## src/common/jesl_consts.svh

```systemverilog
// offsets, field positions, reset values and command codes of the joint error stop link
// assumes: included by bare name from design files after the package
`ifndef JESL_CONSTS_SVH
`define JESL_CONSTS_SVH

// register byte addresses, one aligned word each
`define JESL_OFS_SYNC_CONFIG 12'h000
`define JESL_OFS_AXIS_MODE 12'h004
`define JESL_OFS_MON_ERR_COUNTS 12'h008
`define JESL_OFS_SYNC_CONFIG2 12'h00c
`define JESL_OFS_ERROR_STATUS 12'h010
`define JESL_OFS_COMMAND 12'h014

// field positions
`define JESL_TARGET_LSB 8
`define JESL_TARGET_MSB 13
`define JESL_SYNC_EN_BIT 14
`define JESL_RECV_EN_BIT 31
`define JESL_SEND_EN_BIT 30
`define JESL_JS_COUNT_LSB 8
`define JESL_JS_COUNT_MSB 15
`define JESL_LIMIT_LSB 16
`define JESL_LIMIT_MSB 19
`define JESL_JS_STATUS_BIT 20

// command code that clears the joint-stop monitoring error counter
`define JESL_CMD_CLR_JS_COUNT 16'h0031

// reset values and count maximum
`define JESL_RST_TARGET 6'h00
`define JESL_RST_LIMIT 4'h0
`define JESL_COUNT_MAX 8'hff

`endif

```

## src/common/jesl_pkg.sv

```systemverilog
// types shared by the joint error stop link design
// assumes: compiled before any design file
package jesl_pkg;

  // one status frame seen on the cyclic network, as decoded by the receiver
  typedef struct packed {
    logic valid;      // one-cycle strobe, a frame has ended
    logic [5:0] dev;  // sender device number
    logic crc_ok;     // frame arrived intact
    logic err_stop;   // sender reports an error stop in its main status
  } jesl_frame_t;

  // monitoring result of one cyclic cycle
  typedef struct packed {
    logic ok;        // target frame received intact
    logic err;       // target frame missing or corrupted
    logic err_stop;  // target reports error stop (valid with ok)
  } jesl_mon_t;

endpackage

```

## src/hw/jesl_top.sv

```systemverilog
// joint error stop link: follows another axis into error stop and passes own stop on
// assumes: apb master on core_clk; network receiver and motor logic on core_clk
//
// Design decisions made here: the address map and the APB register port.
`timescale 1ns/10ps
`include "jesl_consts.svh"

// Functional notes
// RQ1 - follow monitored axis stop within one cycle
// RQ2 - 6-bit monitored device number, 0 to 63
// RQ3 - write-only joint-stop function enable bit
// RQ4 - receive enable bit lets peer stop us
// RQ5 - send enable bit passes own stop on
// RQ6 - software picks the slot just before ours
// RQ7 - software chains selections into a loop
// RQ8 - error stop is error interrupt while stopping
// RQ9 - stop state from target main status frames
// RQ10 - readable 8-bit error count, saturates 255
// RQ11 - command 0031h clears the error count
// RQ12 - defaults and reset clear the count
// RQ13 - 4-bit run limit, zero disables stop
// RQ14 - run reaching limit stops axis, raises error
// RQ15 - one good frame restarts the run
// RQ16 - status bit shows monitor-caused error stop
// RQ17 - missing or corrupt frame counts one error
module jesl_top (
  // clock and reset
  input wire logic core_clk,
  input wire logic rst_n,
  // apb slave
  input wire logic psel,
  input wire logic penable,
  input wire logic pwrite,
  input wire logic [11:0] paddr,
  input wire logic [31:0] pwdata,
  input wire logic [3:0] pstrb,
  output logic [31:0] prdata,
  output logic pready,
  output logic pslverr,
  // cyclic network receiver
  input wire jesl_pkg::jesl_frame_t frame,
  input wire logic cycle_start,
  // local axis
  input wire logic own_err_irq,
  input wire logic own_stopping,
  output logic axis_err_stop,
  output logic axis_err_irq,
  output logic stop_req_out
);

  // register fields
  logic [5:0] target_r;
  logic sync_en_r;
  logic recv_en_r;
  logic send_en_r;
  logic [3:0] limit_r;
  logic js_status_r;
  logic js_status_nxt;
  logic axis_stop_r;
  logic axis_stop_nxt;
  logic stop_out_r;
  logic [31:0] prdata_r;
  logic [31:0] prdata_nxt;

  // bus decode
  logic access;
  logic wr;
  logic rd;
  logic hit_cfg;
  logic hit_mode;
  logic hit_cnt;
  logic hit_cfg2;
  logic hit_stat;
  logic hit_cmd;
  logic mapped;
  logic clr_cmd;
  logic rd_take;
  logic rd_wait_r;

  // monitoring
  jesl_pkg::jesl_mon_t mon;
  logic [7:0] js_count;
  logic limit_hit;
  logic peer_stop;
  logic own_stop;

  // decode used for every register
  function automatic logic addr_is(input logic [11:0] a, input logic [11:0] ofs);
    addr_is = (a[11:2] == ofs[11:2]);
  endfunction

  // apb decode; writes finish at once, reads take one wait state for flopped data
  assign access = psel & penable;
  assign wr = access & pwrite;
  assign rd = access & ~pwrite;
  assign hit_cfg = addr_is(paddr, `JESL_OFS_SYNC_CONFIG);
  assign hit_mode = addr_is(paddr, `JESL_OFS_AXIS_MODE);
  assign hit_cnt = addr_is(paddr, `JESL_OFS_MON_ERR_COUNTS);
  assign hit_cfg2 = addr_is(paddr, `JESL_OFS_SYNC_CONFIG2);
  assign hit_stat = addr_is(paddr, `JESL_OFS_ERROR_STATUS);
  assign hit_cmd = addr_is(paddr, `JESL_OFS_COMMAND);
  assign mapped = hit_cfg | hit_mode | hit_cnt | hit_cfg2 | hit_stat | hit_cmd;
  // first read cycle captures the word, the second hands it over
  assign rd_take = rd & ~rd_wait_r;
  assign pready = ~rd | rd_wait_r;
  // unmapped addresses and writes to read-only words answer with an error
  assign pslverr = access & (~mapped | (pwrite & (hit_cnt | hit_stat)) |
                   (~pwrite & (hit_cfg | hit_mode | hit_cfg2 | hit_cmd)));

  // RQ11 clear command decode
  assign clr_cmd = wr & hit_cmd & pstrb[0] & pstrb[1] &
                   (pwdata[15:0] == `JESL_CMD_CLR_JS_COUNT);

  // RQ2 target number write
  always_ff @(posedge core_clk or negedge rst_n) begin
    if (!rst_n) begin
      target_r <= `JESL_RST_TARGET;
      sync_en_r <= 1'b0;
    end else if (wr & hit_cfg & pstrb[1]) begin
      target_r <= pwdata[`JESL_TARGET_MSB:`JESL_TARGET_LSB];
      // RQ3 function enable bit
      sync_en_r <= pwdata[`JESL_SYNC_EN_BIT];
    end
  end

  // RQ4 receive enable, RQ5 send enable; both sit in the top byte
  always_ff @(posedge core_clk or negedge rst_n) begin
    if (!rst_n) begin
      recv_en_r <= 1'b0;
      send_en_r <= 1'b0;
    end else if (wr & hit_mode & pstrb[3]) begin
      recv_en_r <= pwdata[`JESL_RECV_EN_BIT];
      send_en_r <= pwdata[`JESL_SEND_EN_BIT];
    end
  end

  // RQ13 run limit field
  always_ff @(posedge core_clk or negedge rst_n) begin
    if (!rst_n) begin
      limit_r <= `JESL_RST_LIMIT;
    end else if (wr & hit_cfg2 & pstrb[2]) begin
      limit_r <= pwdata[`JESL_LIMIT_MSB:`JESL_LIMIT_LSB];
    end
  end

  // RQ9 frame watch
  jesl_frame_watch u_watch (
    .core_clk(core_clk),
    .rst_n(rst_n),
    .sync_en(sync_en_r),
    .target_dev(target_r),
    .frame(frame),
    .cycle_start(cycle_start),
    .mon(mon)
  );

  // RQ10 error counting, RQ14 run limit
  jesl_err_count #(
    .TOTAL_W(8),
    .RUN_W(4)
  ) u_count (
    .core_clk(core_clk),
    .rst_n(rst_n),
    .ok(mon.ok),
    .err(mon.err),
    .clr_total(clr_cmd),
    .limit(limit_r),
    .total(js_count),
    .limit_hit(limit_hit)
  );

  // RQ1 peer stop follow; acted on the cycle after the target frame lands
  assign peer_stop = mon.err_stop & recv_en_r & sync_en_r;
  // RQ8 own error stop
  assign own_stop = own_err_irq & own_stopping;

  // RQ16 status set wins over read clear
  assign js_status_nxt = limit_hit | (js_status_r & ~(rd_take & hit_stat));
  // RQ14 stop pulse toward the motor
  assign axis_stop_nxt = peer_stop | limit_hit;

  // stop and status flags
  always_ff @(posedge core_clk or negedge rst_n) begin
    if (!rst_n) begin
      js_status_r <= 1'b0;
      axis_stop_r <= 1'b0;
      axis_err_irq <= 1'b0;
    end else begin
      js_status_r <= js_status_nxt;
      axis_stop_r <= axis_stop_nxt;
      axis_err_irq <= limit_hit;
    end
  end

  // RQ5 send own stop; the status frame carries this level each cycle
  always_ff @(posedge core_clk or negedge rst_n) begin
    if (!rst_n) begin
      stop_out_r <= 1'b0;
    end else begin
      stop_out_r <= own_stop & send_en_r & sync_en_r;
    end
  end

  // read mux; write-only words read as zero
  always_comb begin
    prdata_nxt = '0;
    if (rd_take & hit_cnt) begin
      prdata_nxt[`JESL_JS_COUNT_MSB:`JESL_JS_COUNT_LSB] = js_count;
    end
    if (rd_take & hit_stat) begin
      prdata_nxt[`JESL_JS_STATUS_BIT] = js_status_r;
    end
  end

  // read word is captured in the wait cycle, so the bus sees a flop, not the decode
  always_ff @(posedge core_clk or negedge rst_n) begin
    if (!rst_n) begin
      prdata_r <= '0;
      rd_wait_r <= 1'b0;
    end else begin
      prdata_r <= prdata_nxt;
      rd_wait_r <= rd_take;
    end
  end

  assign prdata = prdata_r;
  assign axis_err_stop = axis_stop_r;
  assign stop_req_out = stop_out_r;

endmodule

```

## src/hw/jesl_frame_watch.sv

```systemverilog
// watches cyclic frames for the monitored axis and judges each cyclic cycle
// assumes: frame and cycle strobes come from the network receiver on core_clk
`timescale 1ns/10ps

module jesl_frame_watch (
  // clock and reset
  input wire logic core_clk,
  input wire logic rst_n,
  // configuration
  input wire logic sync_en,
  input wire logic [5:0] target_dev,
  // network side
  input wire jesl_pkg::jesl_frame_t frame,
  input wire logic cycle_start,
  // result
  output jesl_pkg::jesl_mon_t mon
);

  logic seen_r;
  logic seen_nxt;
  logic hit;
  logic hit_ok;
  logic hit_bad;
  logic missed;
  jesl_pkg::jesl_mon_t mon_r;
  jesl_pkg::jesl_mon_t mon_nxt;

  // RQ9 target status frame
  assign hit = sync_en & frame.valid & (frame.dev == target_dev);
  assign hit_ok = hit & frame.crc_ok;
  // RQ17 corrupt frame error
  assign hit_bad = hit & ~frame.crc_ok;
  // RQ17 missing frame error; a cycle with no frame from the target counts once
  assign missed = sync_en & cycle_start & ~seen_r;

  // a new cycle restarts the search; a hit in that same cycle still counts
  assign seen_nxt = hit | (seen_r & ~cycle_start);
  assign mon_nxt.ok = hit_ok;
  assign mon_nxt.err = hit_bad | missed;
  assign mon_nxt.err_stop = hit_ok & frame.err_stop;

  // seen flag stays set until the next cycle starts
  always_ff @(posedge core_clk or negedge rst_n) begin
    if (!rst_n) begin
      seen_r <= 1'b1;
      mon_r <= '0;
    end else begin
      seen_r <= seen_nxt | ~sync_en;
      mon_r <= mon_nxt;
    end
  end

  assign mon = mon_r;

endmodule

```

## src/hw/jesl_err_count.sv

```systemverilog
// saturating total error count and consecutive error run with a stop limit
// assumes: ok and err are one-cycle pulses, never both high together
`timescale 1ns/10ps
`include "jesl_consts.svh"

module jesl_err_count #(
  parameter int TOTAL_W = 8,
  parameter int RUN_W = 4
) (
  // clock and reset
  input wire logic core_clk,
  input wire logic rst_n,
  // events and controls
  input wire logic ok,
  input wire logic err,
  input wire logic clr_total,
  input wire logic [RUN_W-1:0] limit,
  // results
  output logic [TOTAL_W-1:0] total,
  output logic limit_hit
);

  logic [TOTAL_W-1:0] total_r;
  logic [TOTAL_W-1:0] total_nxt;
  logic [RUN_W-1:0] run_r;
  logic [RUN_W-1:0] run_nxt;
  logic total_full;
  logic run_reach;

  // RQ10 saturate at max
  assign total_full = (total_r == {TOTAL_W{1'b1}});
  // RQ11 clear on command; an error in the same cycle still counts
  assign total_nxt = err ? (clr_total ? TOTAL_W'(1) :
                     (total_full ? total_r : total_r + TOTAL_W'(1))) :
                     (clr_total ? '0 : total_r);
  // RQ14 limit reached
  assign run_reach = err & (limit != '0) & ((run_r + RUN_W'(1)) == limit);
  // RQ15 success restarts run; the run also restarts on the error that reaches the limit
  assign run_nxt = ok | run_reach ? '0 : (err ? run_r + RUN_W'(1) : run_r);

  // RQ12 default clears counts
  always_ff @(posedge core_clk or negedge rst_n) begin
    if (!rst_n) begin
      total_r <= '0;
      run_r <= '0;
      limit_hit <= 1'b0;
    end else begin
      total_r <= total_nxt;
      run_r <= run_nxt;
      limit_hit <= run_reach;
    end
  end

  assign total = total_r;

endmodule

```

## config.mk

```make
export PLATFORM = sky130hd
export DESIGN_NAME = jesl_top
export DESIGN_NICKNAME = d
export VERILOG_FILES = /design/src/common/jesl_pkg.sv /design/src/hw/jesl_top.sv /design/src/hw/jesl_frame_watch.sv /design/src/hw/jesl_err_count.sv
export VERILOG_INCLUDE_DIRS = /design/src /design/src/common
export SDC_FILE = /design/constraint.sdc
export NUM_CORES = 1
export LEC_CHECK = 0
export ABC_AREA = 1
export BUFFER_PORTS_ARGS = -buffer_cell sky130_fd_sc_hd__buf_2
export CELL_PAD_IN_SITES_DETAIL_PLACEMENT = 1
export CELL_PAD_IN_SITES_GLOBAL_PLACEMENT = 2
export CORE_AREA = 8 8 106 108
export DETAILED_ROUTE_END_ITERATION = 12
export DIE_AREA = 0 0 114 116
export GPL_TIMING_DRIVEN = 0
export PLACE_DENSITY = 0.83
export REMOVE_ABC_BUFFERS = 1
export SYNTH_ARGS = -nofsm -noshare
export SYNTH_HDL_FRONTEND = slang
export SYNTH_SLANG_ARGS = --single-unit
export TNS_END_PERCENT = 100
```

## constraint.sdc

```tcl
create_clock -name core_clk -period 2.3 [get_ports core_clk]
set_clock_uncertainty 0.2 [all_clocks]
set_input_delay 0.23 -clock core_clk [delete_from_list [all_inputs] [get_ports core_clk]]
set_output_delay 0.23 -clock core_clk [all_outputs]
set_load 0.03 [all_outputs]
```

Word level (Yosys, flattened, before mapping)
Cells that the tools add are included.
{"block": "word_totals", "out_inout_bits": 37, "input_bits": 65, "ff_bits": 44, "wordCells": 104}
{"block": "classes", "n_bitwise": 61, "n_eq_ne": 10, "mux": 8, "n_reduce_logical": 5, "add_sub_neg": 2}
{"op": "two-way mux 8 bit", "count": 5}
{"op": "AND 1 bit", "count": 35}
{"op": "equality test 10 x 2 -> 1 bit, second input constant", "count": 2}
{"op": "equality test 10 x 3 -> 1 bit, second input constant", "count": 2}
{"op": "bitwise OR 1 bit", "count": 17}
{"op": "equality test 16 x 6 -> 1 bit, second input constant", "count": 1}
{"op": "equality test 10 x 1 -> 1 bit, second input constant", "count": 1}
{"op": "logical NOT 10 bit", "count": 1}
{"op": "NOT 1 bit", "count": 9}
{"op": "adder 8 x 1 -> 8 bit, second input constant", "count": 1}
{"op": "equality test 8 bit, second input constant", "count": 1}
{"op": "two-way mux 4 bit", "count": 2}
{"op": "equality test 6 bit", "count": 1}
{"op": "adder 4 x 1 -> 4 bit, second input constant", "count": 1}
{"op": "equality test 4 bit", "count": 1}
{"op": "nonzero test 2 bit", "count": 2}
{"op": "nonzero test 4 bit", "count": 1}
{"op": "inequality test 2 x 1 -> 1 bit, second input constant", "count": 1}
{"op": "AND reduction 2 bit", "count": 1}
{"op": "two-way mux 1 bit", "count": 1}

Logic depth before layout (Yosys ltp)
Gate-level depths: netlist (run 1).
{"block": "logic_depth", "ltp_word": 10, "depth_mapped": 11, "ltp_nobuf": 11}

Hierarchy
Synthesis (run 1) repeated with hierarchy kept, for this count alone.
{"block": "unflattened", "cells_unflattened": 349, "hier_area_um2": 2616.3}
{"mod": "jesl_top", "area_each_um2": 1436.4, "instances": 1, "seq_area_each_um2": 675.6, "cells_per_inst": 183}
{"mod": "jesl_err_count", "area_each_um2": 869.6, "instances": 1, "seq_area_each_um2": 325.3, "cells_per_inst": 117}
{"mod": "jesl_frame_watch", "area_each_um2": 310.3, "instances": 1, "seq_area_each_um2": 101.3, "cells_per_inst": 49}

Worst setup path after synthesis (run 1)
Ideal clock, no wire load.
{"block": "synth_timing", "path_kind": "register to register", "startpoint": "register u_count.run_r[0]", "endpoint": "register u_count.run_r[0]", "setup_slack_ns": 0.681, "arrival_ns": 1.292, "synth_period_minus_slack_ns": 1.619, "stages_incl_launch_ff": 7, "setup_time_ns": 0.127, "n_path_buf": 0, "required_time_ns": 1.973, "path_cell_list": "dfrtp_1 ha_1 o21bai_1 nand2_1 nand3_1 o21bai_1 nor2_1"}
{"block": "synth_between", "elab_chain_len": 5, "elab_cells_between_ends": 7, "cone_classes": "add/sub: 1; eq/ne: 1; mux: 2; bitwise: 2; reduce/logical: 1"}
{"item": "start, declared", "line": "jesl_err_count.sv:25", "rtl": "logic [RUN_W-1:0] run_r;"}
{"item": "start signal, assigned", "line": "jesl_err_count.sv:49", "rtl": "run_r <= run_nxt;"}
{"item": "adder 4 x 1 -> 4 bit (*)", "line": "jesl_err_count.sv:37, jesl_err_count.sv:39"}
{"item": "equality test 4 bit", "line": "jesl_err_count.sv:37", "rtl": "assign run_reach = err & (limit != '0) & ((run_r + RUN_W'(1)) == limit);"}
{"item": "AND 1 bit", "line": "jesl_err_count.sv:37"}
{"item": "bitwise OR 1 bit", "line": "jesl_err_count.sv:39", "rtl": "assign run_nxt = ok | run_reach ? '0 : (err ? run_r + RUN_W'(1) : run_r);"}
{"item": "two-way mux 4 bit or nonzero test 2 bit (tied branches)"}
Every way passes the cells marked *; elsewhere a longest branch is shown, timed or not. The select of a mux whose other input is x is not followed.
A chain may end at the register's enable or synchronous reset.

Final worst setup path (run 1)
{"block": "layout_timing", "startpoint": "input port pwdata[11]", "endpoint": "register u_count.total_r[0] (netlist: u_count.total[0])"}
{"block": "layout_between", "elab_chain_len": 4, "elab_cells_between_ends": 7, "cone_classes": "eq/ne: 2; mux: 2; bitwise: 1; reduce/logical: 2"}
{"item": "start, declared", "line": "jesl_top.sv:35", "rtl": "input wire logic [31:0] pwdata,"}
{"item": "equality test 16 x 6 -> 1 bit (no line) (*)"}
{"item": "AND 1 bit (*)", "line": "jesl_top.sv:111", "rtl": "assign clr_cmd = wr & hit_cmd & pstrb[0] & pstrb[1] &"}
{"item": "inequality test 2 x 1 -> 1 bit (no line), or another cell as far along"}
{"item": "AND reduction 2 bit (no line) or two-way mux 8 bit (tied branches)"}
{"item": "end signal, assigned", "line": "jesl_err_count.sv:48", "rtl": "total_r <= total_nxt;"}
{"item": "end, declared", "line": "jesl_err_count.sv:23", "rtl": "logic [TOTAL_W-1:0] total_r;"}
Every way passes the cells marked *; elsewhere a longest branch is shown, timed or not.

==> impl_metrics.json, run 1 <==
{
  "outcome": "finished, final reports clean",
  "synth.avg_cell_area_um2": 8.36,
  "core-area_mm2": 0.00955,
  "pre_cts_ws_ps": 466,
  "antenna_left": 0,
  "utilization_pct": 33.3,
  "worstSetupEndpointType": "flip-flop",
  "crit_path_start_kind": "input pin",
  "overflow": 0,
  "required_ps": 2280,
  "synthArstFlopShare_pct": 100,
  "dpl_cell_area_mm2": 0.00292,
  "fillerInstances": 1226,
  "yosys_warnings": 0,
  "final.hold.worst_slack_ps": 9.63,
  "start_util_pct": 26.4,
  "die_area_mm2": 0.0132,
  "hold_viol_final": 0,
  "worstPathMaxFanout": 7,
  "grt_usage_pct": 10.7,
  "ys_types": 39,
  "crit_type": "input pin to flip-flop",
  "numCtsBuffers": 5,
  "die_h_um": 116,
  "drv_cap": 0,
  "period_needed_ps": 1940,
  "drt-pass1-iter-count": 4,
  "r2r_start": "u_count.total[0]",
  "startpoint": "pwdata[11]",
  "cts_tree": "built",
  "cts-root-buf": "clkbuf_8",
  "cts_sinks": 44,
  "pin_count": 102,
  "rsz0062_at_grt": "false",
  "seq_area_mm2": 0.00110,
  "antenna_found_initial": 0,
  "fp.dieW_um": 114,
  "io_buffers": 66,
  "routedWlPerCell_um": 13.0,
  "slew_headroom_pct": 30.6,
  "final_nets": 457,
  "cts_setup_buffers": 0,
  "r2r_slack_ps": 470,
  "synth_area_mm2": 0.00252,
  "crit_arrival_ps": 1920,
  "synth_edf_count": 0,
  "reg2regPathDepth": 8,
  "min_from": "own_err_irq",
  "drv_slew": 0,
  "setup_violations": 0,
  "multi_input_area_mm2": 0.00113,
  "syn_to_final_growth_pct": 25.8,
  "fin_area_mm2": 0.00318,
  "synthCells": 302,
  "gp_congestion": 0.762,
  "timing.final.ws_setup_ps": 360,
  "htreeDepth": 2,
  "num_rows": 36,
  "synth_seq_cells": 44,
  "vias_per_cell": 4.09,
  "n_antenna_cell": 0,
  "drive_gt1_share_pct": 25.8,
  "p_leak_uw": 0.00165,
  "grt_max_degree": 45,
  "clock_latency_ps": 290,
  "wirelength_um": 6830,
  "drt_iter0_drc": 89,
  "cts.path.max_buffers": 2,
  "num_vias": 2142,
  "ir_worst_vdd_mv": 0.189,
  "r2r-end": "u_count.total[1]",
  "grt_pass1_wl_um": 11400,
  "totalNegativeSetupSlack_ps": 0,
  "hold_path_depth": 3,
  "worst_pin_slew_ps": 1040,
  "path_clk_slew_ps": 80,
  "place_hpwl_um": 5490,
  "hp-class": "input pin to flip-flop",
  "p_per_area_mw_per_mm2": 459,
  "min_delay_worst_endpoint": "stop_req_out",
  "grt_pass1_vias": 2445,
  "fin_crit_sh_pct": 84.3,
  "ys_seq_area_share_pct": 43.7,
  "drc": 0,
  "synthFlopType": "dfrtp_1",
  "max_freq_ghz": 0.516
}
-- cells by family (layout without fill, tap and decap cells) --
logic type | after synthesis | after routing | share of synthesized area, %
flip-flops | 44 | 44 | 43.7
AND/OR/NAND/NOR | 135 | 135 | 26.7
multiplexers | 3 | 3 | 1.59
adder cells (fa/ha/maj) | 2 | 2 | 0.991
XOR/XNOR | 11 | 11 | 3.82
other | 1 | 23 | 0.149
AO/OA/AOI/OAI | 31 | 31 | 8.18
buffers and inverters | 75 | 142 | 14.9
-- worst max-delay path by stage --
stage / end / slack (ps) / depth (start not counted)
after floorplan: u_count.run_r[0] / 680 / 6
after global placement: pslverr / 450 / 7
after detailed placement: pslverr / 470 / 7
after CTS: u_count.total[0] / 350 / 12
after global routing: u_count.total[0] / 210 / 12
final: u_count.total[0] / 360 / 12
-- critical path: stages --
cell and delay [ps]:
dlygate4sd3_1 530, buf_2 130, nor2_1 170, nand2_1 80, nor2_1 110, nand2_1 70
nor2_2 130, nand2_2 160, nand2_4 140, inv_1 60, nand2_1 50, nand3_1 60
-- cells in the mapped netlist, drive strengths merged, types with 3 or more instances --
cell type	instances	area share, %
xor2	6	2.1
dfrtp	43	43
nand3b	3	1.0
xnor2	5	1.7
nor2	47	8.1
buf	25	7.5
inv	50	7.4
o21ai	18	4.6
nor3	4	1.4
a21oi	9	2.4
nand3	19	4.7
nand2	53	8.6
nand4	6	2.1
-- routing by layer --
| metal | vias to the layer above | routed length, um | global-route usage, % |
|---|---|---|---|
| met5 | - | 0 | 0 |
| met4 | 0 | 59 | 2.40 |
| met3 | 6 | 446 | 3.34 |
| met2 | 53 | 3470 | 19.9 |
| met1 | 1018 | 2860 | 11.7 |
| li1 | 1065 | - | - |
-- cell usage in the layout, fill, tap and decap left out, types with 6 or more instances in the layout --
cell           synthesis  layout
buf_2                  1      66
conb_1                 1      23
dfrtp_1               43      43
dlygate4sd3_1          0      18
inv_1                 50      50
nand2_1               50      50
nand3_1               16      16
nor2_1                43      43
o21ai_0               11      11
o21ai_2                7       7
xor2_1                 6       6
-- power breakdown --
group | total, uW | switching [uW] | internal (uW)
combinational | 201 | 129 | 72.0
sequential | 781 | 3.72 | 777
clock | 476 | 262 | 214
total | 1460 | 395 | 1060
-- what timing repair did --
action / in CTS / in global routing
resized for setup: 0 / 0
hold buffers: 18 / 0
hold endpoints to repair: 60 / 0
-- per-stage QoR --
step | cells | power [uW]
after floorplan | 299 | 894
after global placement | 498 | 970
after detailed placement | 498 | 975
after CTS | 524 | 1490
after global routing | 524 | 1540
final | 524 | 1460
-- flip-flops by register name (all words and copies together), names as in the netlist --
| signal | cells |
|---|---|
| u_count.total | 8 |
| limit_r | 4 |
| u_count.run_r | 4 |
| target_r | 6 |
| rd_wait_r | 1 |
| prdata | 9 |
| sync_en_r | 1 |
| axis_err_irq | 1 |
| u_watch.mon | 3 |
| axis_err_stop | 1 |
| recv_en_r | 1 |
| js_status_r | 1 |
| u_watch.seen_r | 1 |
| u_count.limit_hit | 1 |
| stop_req_out | 1 |
| send_en_r | 1 |
-- layout make-up --
cell class	instances	area share, %
clock buffer	7	2.40
clock inverter	1	0.158
inverter	50	5.91
multi-input combinational	205	35.5
sequential	44	34.7
tap	133	5.24
timing repair buffer	84	16.1
No activity file was read; power rests on OpenSTA's default activity.
==> run 2: changes to the inputs <==
CORE_AREA = 8 8 112 114   (was 8 8 106 108)
DIE_AREA = 0 0 120 122   (was 0 0 114 116)
PLACE_DENSITY = 0.78   (was 0.83)
clock period = 1.6 ns   (was 2.3 ns; I/O delays follow)
==> run 2 against run 1 <==
  * The flow now finishes with violations (negative setup slack)
  * Sequential share of layout area is 3.5 points lower
  * Sequential power rose by 43%
  * Design area up 11%
  * Combinational power up 66%
  * Via count increased by 3.4%
  * Cell count increased by 4.6%
  * Largest power group unchanged
==> impl_metrics.json, run 2 (synthesis results as in run 1) <==
{
  "overflow": 0,
  "num_vias": 2215,
  "totalNegativeSetupSlack_ps": -448,
  "seqPwrFrac_pct": 51.8,
  "htreeDepth": 2,
  "final_cells": 548,
  "crit_type": "flip-flop to flip-flop",
  "cts-root-buf": "clkbuf_8",
  "grt_usage_pct": 9.84,
  "placed_cells": 505,
  "numCtsBuffers": 5,
  "fin_crit_sh_pct": 106,
  "vias_per_cell": 4.04,
  "place_hpwl_um": 5540,
  "fillerInstances": 1284,
  "final_nets": 474,
  "p_per_area_mw_per_mm2": 614,
  "slew_headroom_pct": 58.3,
  "period_needed_ps": 1690,
  "drive_gt1_share_pct": 38.2,
  "cts.path.max_buffers": 2,
  "max_freq_ghz": 0.591,
  "p_sw_uw": 617,
  "seq_area_mm2": 0.00110,
  "antenna_left": 0,
  "crit_arrival_ps": 1690,
  "rsz0062_at_grt": "true",
  "final_common_cell": "buf_2",
  "grt_pass1_wl_um": 11600,
  "timing.final.ws_setup_ps": -91.8,
  "drv_slew": 0,
  "start_util_pct": 23.6,
  "ir_worst_vdd_mv": 0.315,
  "hold_viol_final": 0,
  "p_leak_uw": 0.00177,
  "p_sw_share_pct": 28.4,
  "p_total_uw": 2170,
  "worstPathMaxFanout": 4,
  "die_h_um": 122,
  "drv_cap": 0,
  "worst_pin_slew_ps": 626,
  "grt_max_degree": 45,
  "outcome": "complete, but fails checks",
  "crit_path_start_kind": "flip-flop",
  "fin_area_mm2": 0.00353,
  "violations": "negative setup slack",
  "fp.dieW_um": 120,
  "cts_tree": "built",
  "core-area_mm2": 0.0107,
  "worstSetupEndpointType": "flip-flop",
  "clock_latency_ps": 310,
  "power.internal_uw": 1550,
  "multi_input_area_mm2": 0.00132,
  "drt-pass1-iter-count": 4,
  "syn_to_final_growth_pct": 39.9,
  "setup_violations": 12,
  "layout_common_cells": "buf_2 (63), inv_1 (47), dfrtp_1 (42)",
  "hp-class": "input pin to flip-flop",
  "drc": 0,
  "dpl_cell_area_mm2": 0.00292,
  "pin_count": 102,
  "routedWlPerCell_um": 13.5,
  "cts_sinks": 44,
  "io_buffers": 66,
  "p_clk_share_pct": 32.8,
  "r2r_slack_ps": -90,
  "gp_congestion": 0.719,
  "required_ps": 1600,
  "comb_power_share_pct": 15.4,
  "n_antenna_cell": 0,
  "num_rows": 38,
  "final.hold.worst_slack_ps": 11.8,
  "drt_iter0_drc": 59,
  "antenna_found_initial": 0,
  "die_area_mm2": 0.0146,
  "grt_pass1_vias": 2391,
  "wirelength_um": 7410,
  "path_clk_slew_ps": 90,
  "largest_reg_flops": 9
}
[run 2: repair_timing]
item,4_1_cts,5_1_grt
hold endpoints to repair,62,0
hold buffers,20,0
gates resized for setup,24,34
setup buffers,8,7
setup endpoints to repair,14,51
pin swaps,12,22
[run 2: metrics by stage]
| step | utilization (%) | worst slack, ps |
|---|---|---|
| 2_1_floorplan | - | -19.1 |
| 3_3_place_gp | 27.3 | -212 |
| 3_5_place_dp | 27.3 | -266 |
| 4_1_cts | 31.4 | -49.7 |
| 5_1_grt | 33.0 | -178 |
| 6_report | 33.0 | -91.8 |
[run 2: layout make-up]
| cell class | instances | share of cell area [%] |
|---|---|---|
| multi-input cells | 205 | 37.3 |
| flip-flops and latches | 44 | 31.2 |
| clock inverters | 3 | 0.531 |
| inverters | 50 | 5.31 |
| repair buffers | 101 | 18.7 |
| clock buffers | 5 | 1.95 |
| well taps | 140 | 4.96 |
[run 2: worst paths after layout]
| path | startpoint | endpoint | depth (start not counted) |
|---|---|---|---|
| min in group asynchronous | rst_n | prdata[20] | 2 |
| min | pstrb[3] | recv_en_r | 3 |
| max in group asynchronous | rst_n | u_count.run_r[1] | 2 |
| max reg2reg | u_count.run_r[0] | u_count.run_r[1] | 8 |
| min reg2reg | u_count.limit_hit | axis_err_irq | 0 |
| max | u_count.run_r[0] | u_count.run_r[1] | 8 |
[run 2: power by group through the flow]
stage / Clock, uW / Combinational (uW) / Sequential, uW
final: 712 / 333 / 1120
after detailed placement: 0 / 257 / 1150
after global placement: 0 / 251 / 1140
after global routing: 775 / 366 / 1120
after CTS: 746 / 313 / 1120
after floorplan: 0 / 141 / 1140
[run 2: critical path: stages (launching register included)]
cell and delay, ps:
dfrtp_1 440, ha_4 180, inv_2 40, nand2_2 40
nand2_2 60, xor2_1 200, nand3_2 130, o21bai_4 210
nor2_2 60
[run 2: layer usage]
layer	GRT usage (%)	share of wire [%]
met5	0	0
met1	11.4	41
met2	17.8	54
met3	1.85	3.8
met4	3.51	1.2
==> run 3: changes to the inputs <==
ABC_AREA = default   (was 1)
CORE_AREA = 8 8 106 108   (was 8 8 112 114)
CTS_CLUSTER_SIZE = 28   (was default)
DIE_AREA = 0 0 114 116   (was 0 0 120 122)
PLACE_DENSITY = 0.77   (was 0.78)
==> run 3 against run 2 <==
  * The run still ends with negative setup slack left
  * Area after synthesis fell by 8.2%
  * Via count shrank 18%
  * Sequential share of layout area is 2.8 points higher
  * Design area decreased by 8.1%
  * Setup slack lost 130 ps
  * Non-clock buffer count is 2 higher
  * First-iteration DRC count fell by 63%
  * Critical path depth down 3
  * Total power decreased by 3.0%
  * Core utilization up 0.97 points
  * Hold slack better by 27 ps
  * Largest power group unchanged
==> impl_metrics.json, run 3 <==
{
  "outcome": "complete, but fails checks",
  "violations": "negative setup slack",
  "drt-pass1-iter-count": 2,
  "fp.dieW_um": 114,
  "numCtsBuffers": 5,
  "synthArstFlopShare_pct": 100,
  "drt_iter0_drc": 22,
  "crit_path_start_kind": "flip-flop",
  "synth_seq_cells": 44,
  "synthCells": 206,
  "drc": 0,
  "core-area_mm2": 0.00955,
  "r2r_slack_ps": -220,
  "muxShareOfSynthArea_pct": 8.10,
  "yosys.area.top_type": "dfrtp_1",
  "crit_type": "flip-flop to flip-flop",
  "p_leak_uw": 0.00159,
  "die_area_mm2": 0.0132,
  "worst_pin_slew_ps": 629,
  "period_needed_ps": 1820,
  "ys_seq_area_share_pct": 47.6,
  "synthTopCellsByArea": "dfrtp_1 (46%), buf_4 (7.5%), mux2_2 (6.8%)",
  "synth-adder-area-share_pct": 1.08,
  "io_buffers": 66,
  "n_antenna_cell": 0,
  "slew_headroom_pct": 58.1,
  "routedWlPerCell_um": 14.0,
  "drv_slew": 0,
  "fillerInstances": 1125,
  "synth-simple-area-share_pct": 22.6,
  "start_util_pct": 24.3,
  "grt_pass1_wl_um": 10100,
  "num_vias": 1817,
  "final_cells": 447,
  "grt_pass1_vias": 2070,
  "crit_arrival_ps": 1800,
  "synth_compound_area_share_pct": 5.56,
  "synth_top_family_by_area": "simple AND/OR/NAND/NOR gates",
  "worstSetupEndpointType": "flip-flop",
  "rsz0062_at_grt": "true",
  "antenna_left": 0,
  "totalNegativeSetupSlack_ps": -928,
  "required_ps": 1570,
  "synth.avg_cell_area_um2": 11.2,
  "wirelength_um": 6260,
  "clock_latency_ps": 300,
  "timing.final.ws_setup_ps": -223,
  "ys_types": 47,
  "antenna_found_initial": 0,
  "path_clk_slew_ps": 90,
  "gp_congestion": 0.714,
  "hold_viol_final": 0,
  "htreeDepth": 2,
  "drive_gt1_share_pct": 42.7,
  "final_common_cell": "buf_2",
  "yosys_warnings": 0,
  "cts_sinks": 44,
  "utilization_pct": 34.0,
  "pre_cts_ws_ps": -492,
  "worstPathMaxFanout": 4,
  "p_per_area_mw_per_mm2": 648,
  "grt_max_degree": 45,
  "max_freq_ghz": 0.548,
  "synth_area_mm2": 0.00232,
  "placed_cells": 402,
  "final.hold.worst_slack_ps": 38.4,
  "grt_usage_pct": 9.58,
  "synth_edf_count": 0,
  "final_nets": 380,
  "synth_top_area_share_pct": 46.4,
  "die_h_um": 116,
  "cts_tree": "built",
  "layout_common_cells": "buf_2 (64), dfrtp_1 (40), conb_1 (23)",
  "pin_count": 102,
  "synth_common_cells": "dfrtp_1 (43), buf_4 (23), nor2_1 (15)",
  "cts.path.max_buffers": 2,
  "synth_xor_area_share_pct": 6.05,
  "cts-root-buf": "clkbuf_8",
  "overflow": 0,
  "syn_to_final_growth_pct": 40.1,
  "drv_cap": 0,
  "largest_reg_flops": 9,
  "num_rows": 36,
  "vias_per_cell": 4.06,
  "fin_crit_sh_pct": 114,
  "place_hpwl_um": 4660,
  "ir_worst_vdd_mv": 0.305,
  "synthFlopType": "dfrtp_1",
  "synth_most_common_cell": "dfrtp_1",
  "hp-class": "input pin to flip-flop",
  "setup_violations": 5
}
-- run 3: cell families (layout without fill, tap and decap cells) --
family	Yosys count	count (layout)
compound gates	16	16
simple gates	79	79
flops	44	44
xor+xnor	16	16
other cells	1	23
mux	17	17
buf+inv	31	117
fa+ha+maj	2	2
-- run 3: per-stage QoR --
| step | power, uW | instance area [um2] |
|---|---|---|
| after floorplan | 1240 | 2220 |
| final | 2100 | 3250 |
| after CTS | 2130 | 3140 |
| after global placement | 1350 | 2710 |
| after detailed placement | 1360 | 2710 |
| after global routing | 2210 | 3250 |
-- run 3: final cells by class --
class                   instances  area [um2]  area share, %
repair buffers                103         677           20.9
flip-flops and latches         44        1110           34.1
well taps                     133         166           5.13
clock inverters                 2        10.0          0.308
inverters                       6        22.5          0.694
multi-input cells             153        1180           36.4
clock buffers                   6        82.6           2.54
-- run 3: what timing repair did --
action / in CTS / in global routing
hold buffers: 21 / 0
endpoints found under the hold margin: 62 / 0
resized for setup: 16 / 11
endpoints found under the setup margin: 22 / 16
setup buffers: 8 / 8
pin swaps: 9 / 3
-- run 3: routing by layer --
metal  routed length [um]  global-route usage (%)
met3                  344                    3.07
met1                 2600                    11.0
met2                 3260                    16.7
met5                    0                       0
met4                   55                    2.93
-- run 3: critical path: stages, from the launching register on --
cell and delay [ps]:
dfrtp_2 440, ha_4 280, inv_2 40, a211o_1 300, o41ai_4 350, nor2_1 90
-- run 3: worst paths after layout --
path	start	cells past startpoint	to
worst max-delay path	u_count.run_r[0]	5	u_count.run_r[0]
worst min-delay path	frame[6]	4	u_watch.seen_r
worst max register to register	u_count.run_r[0]	5	u_count.run_r[0]
worst min register to register	u_count.limit_hit	0	axis_err_irq
max in group asynchronous	rst_n	2	sync_en_r
min in group asynchronous	rst_n	2	prdata[14]
-- run 3: where the power goes --
part / internal [uW] / switching [uW] / leakage [uW]
logic: 101 / 162 / 0.000974
clock network: 345 / 382 / 0.0000510
registers: 1110 / 1.06 / 0.000569
total: 1560 / 545 / 0.00159
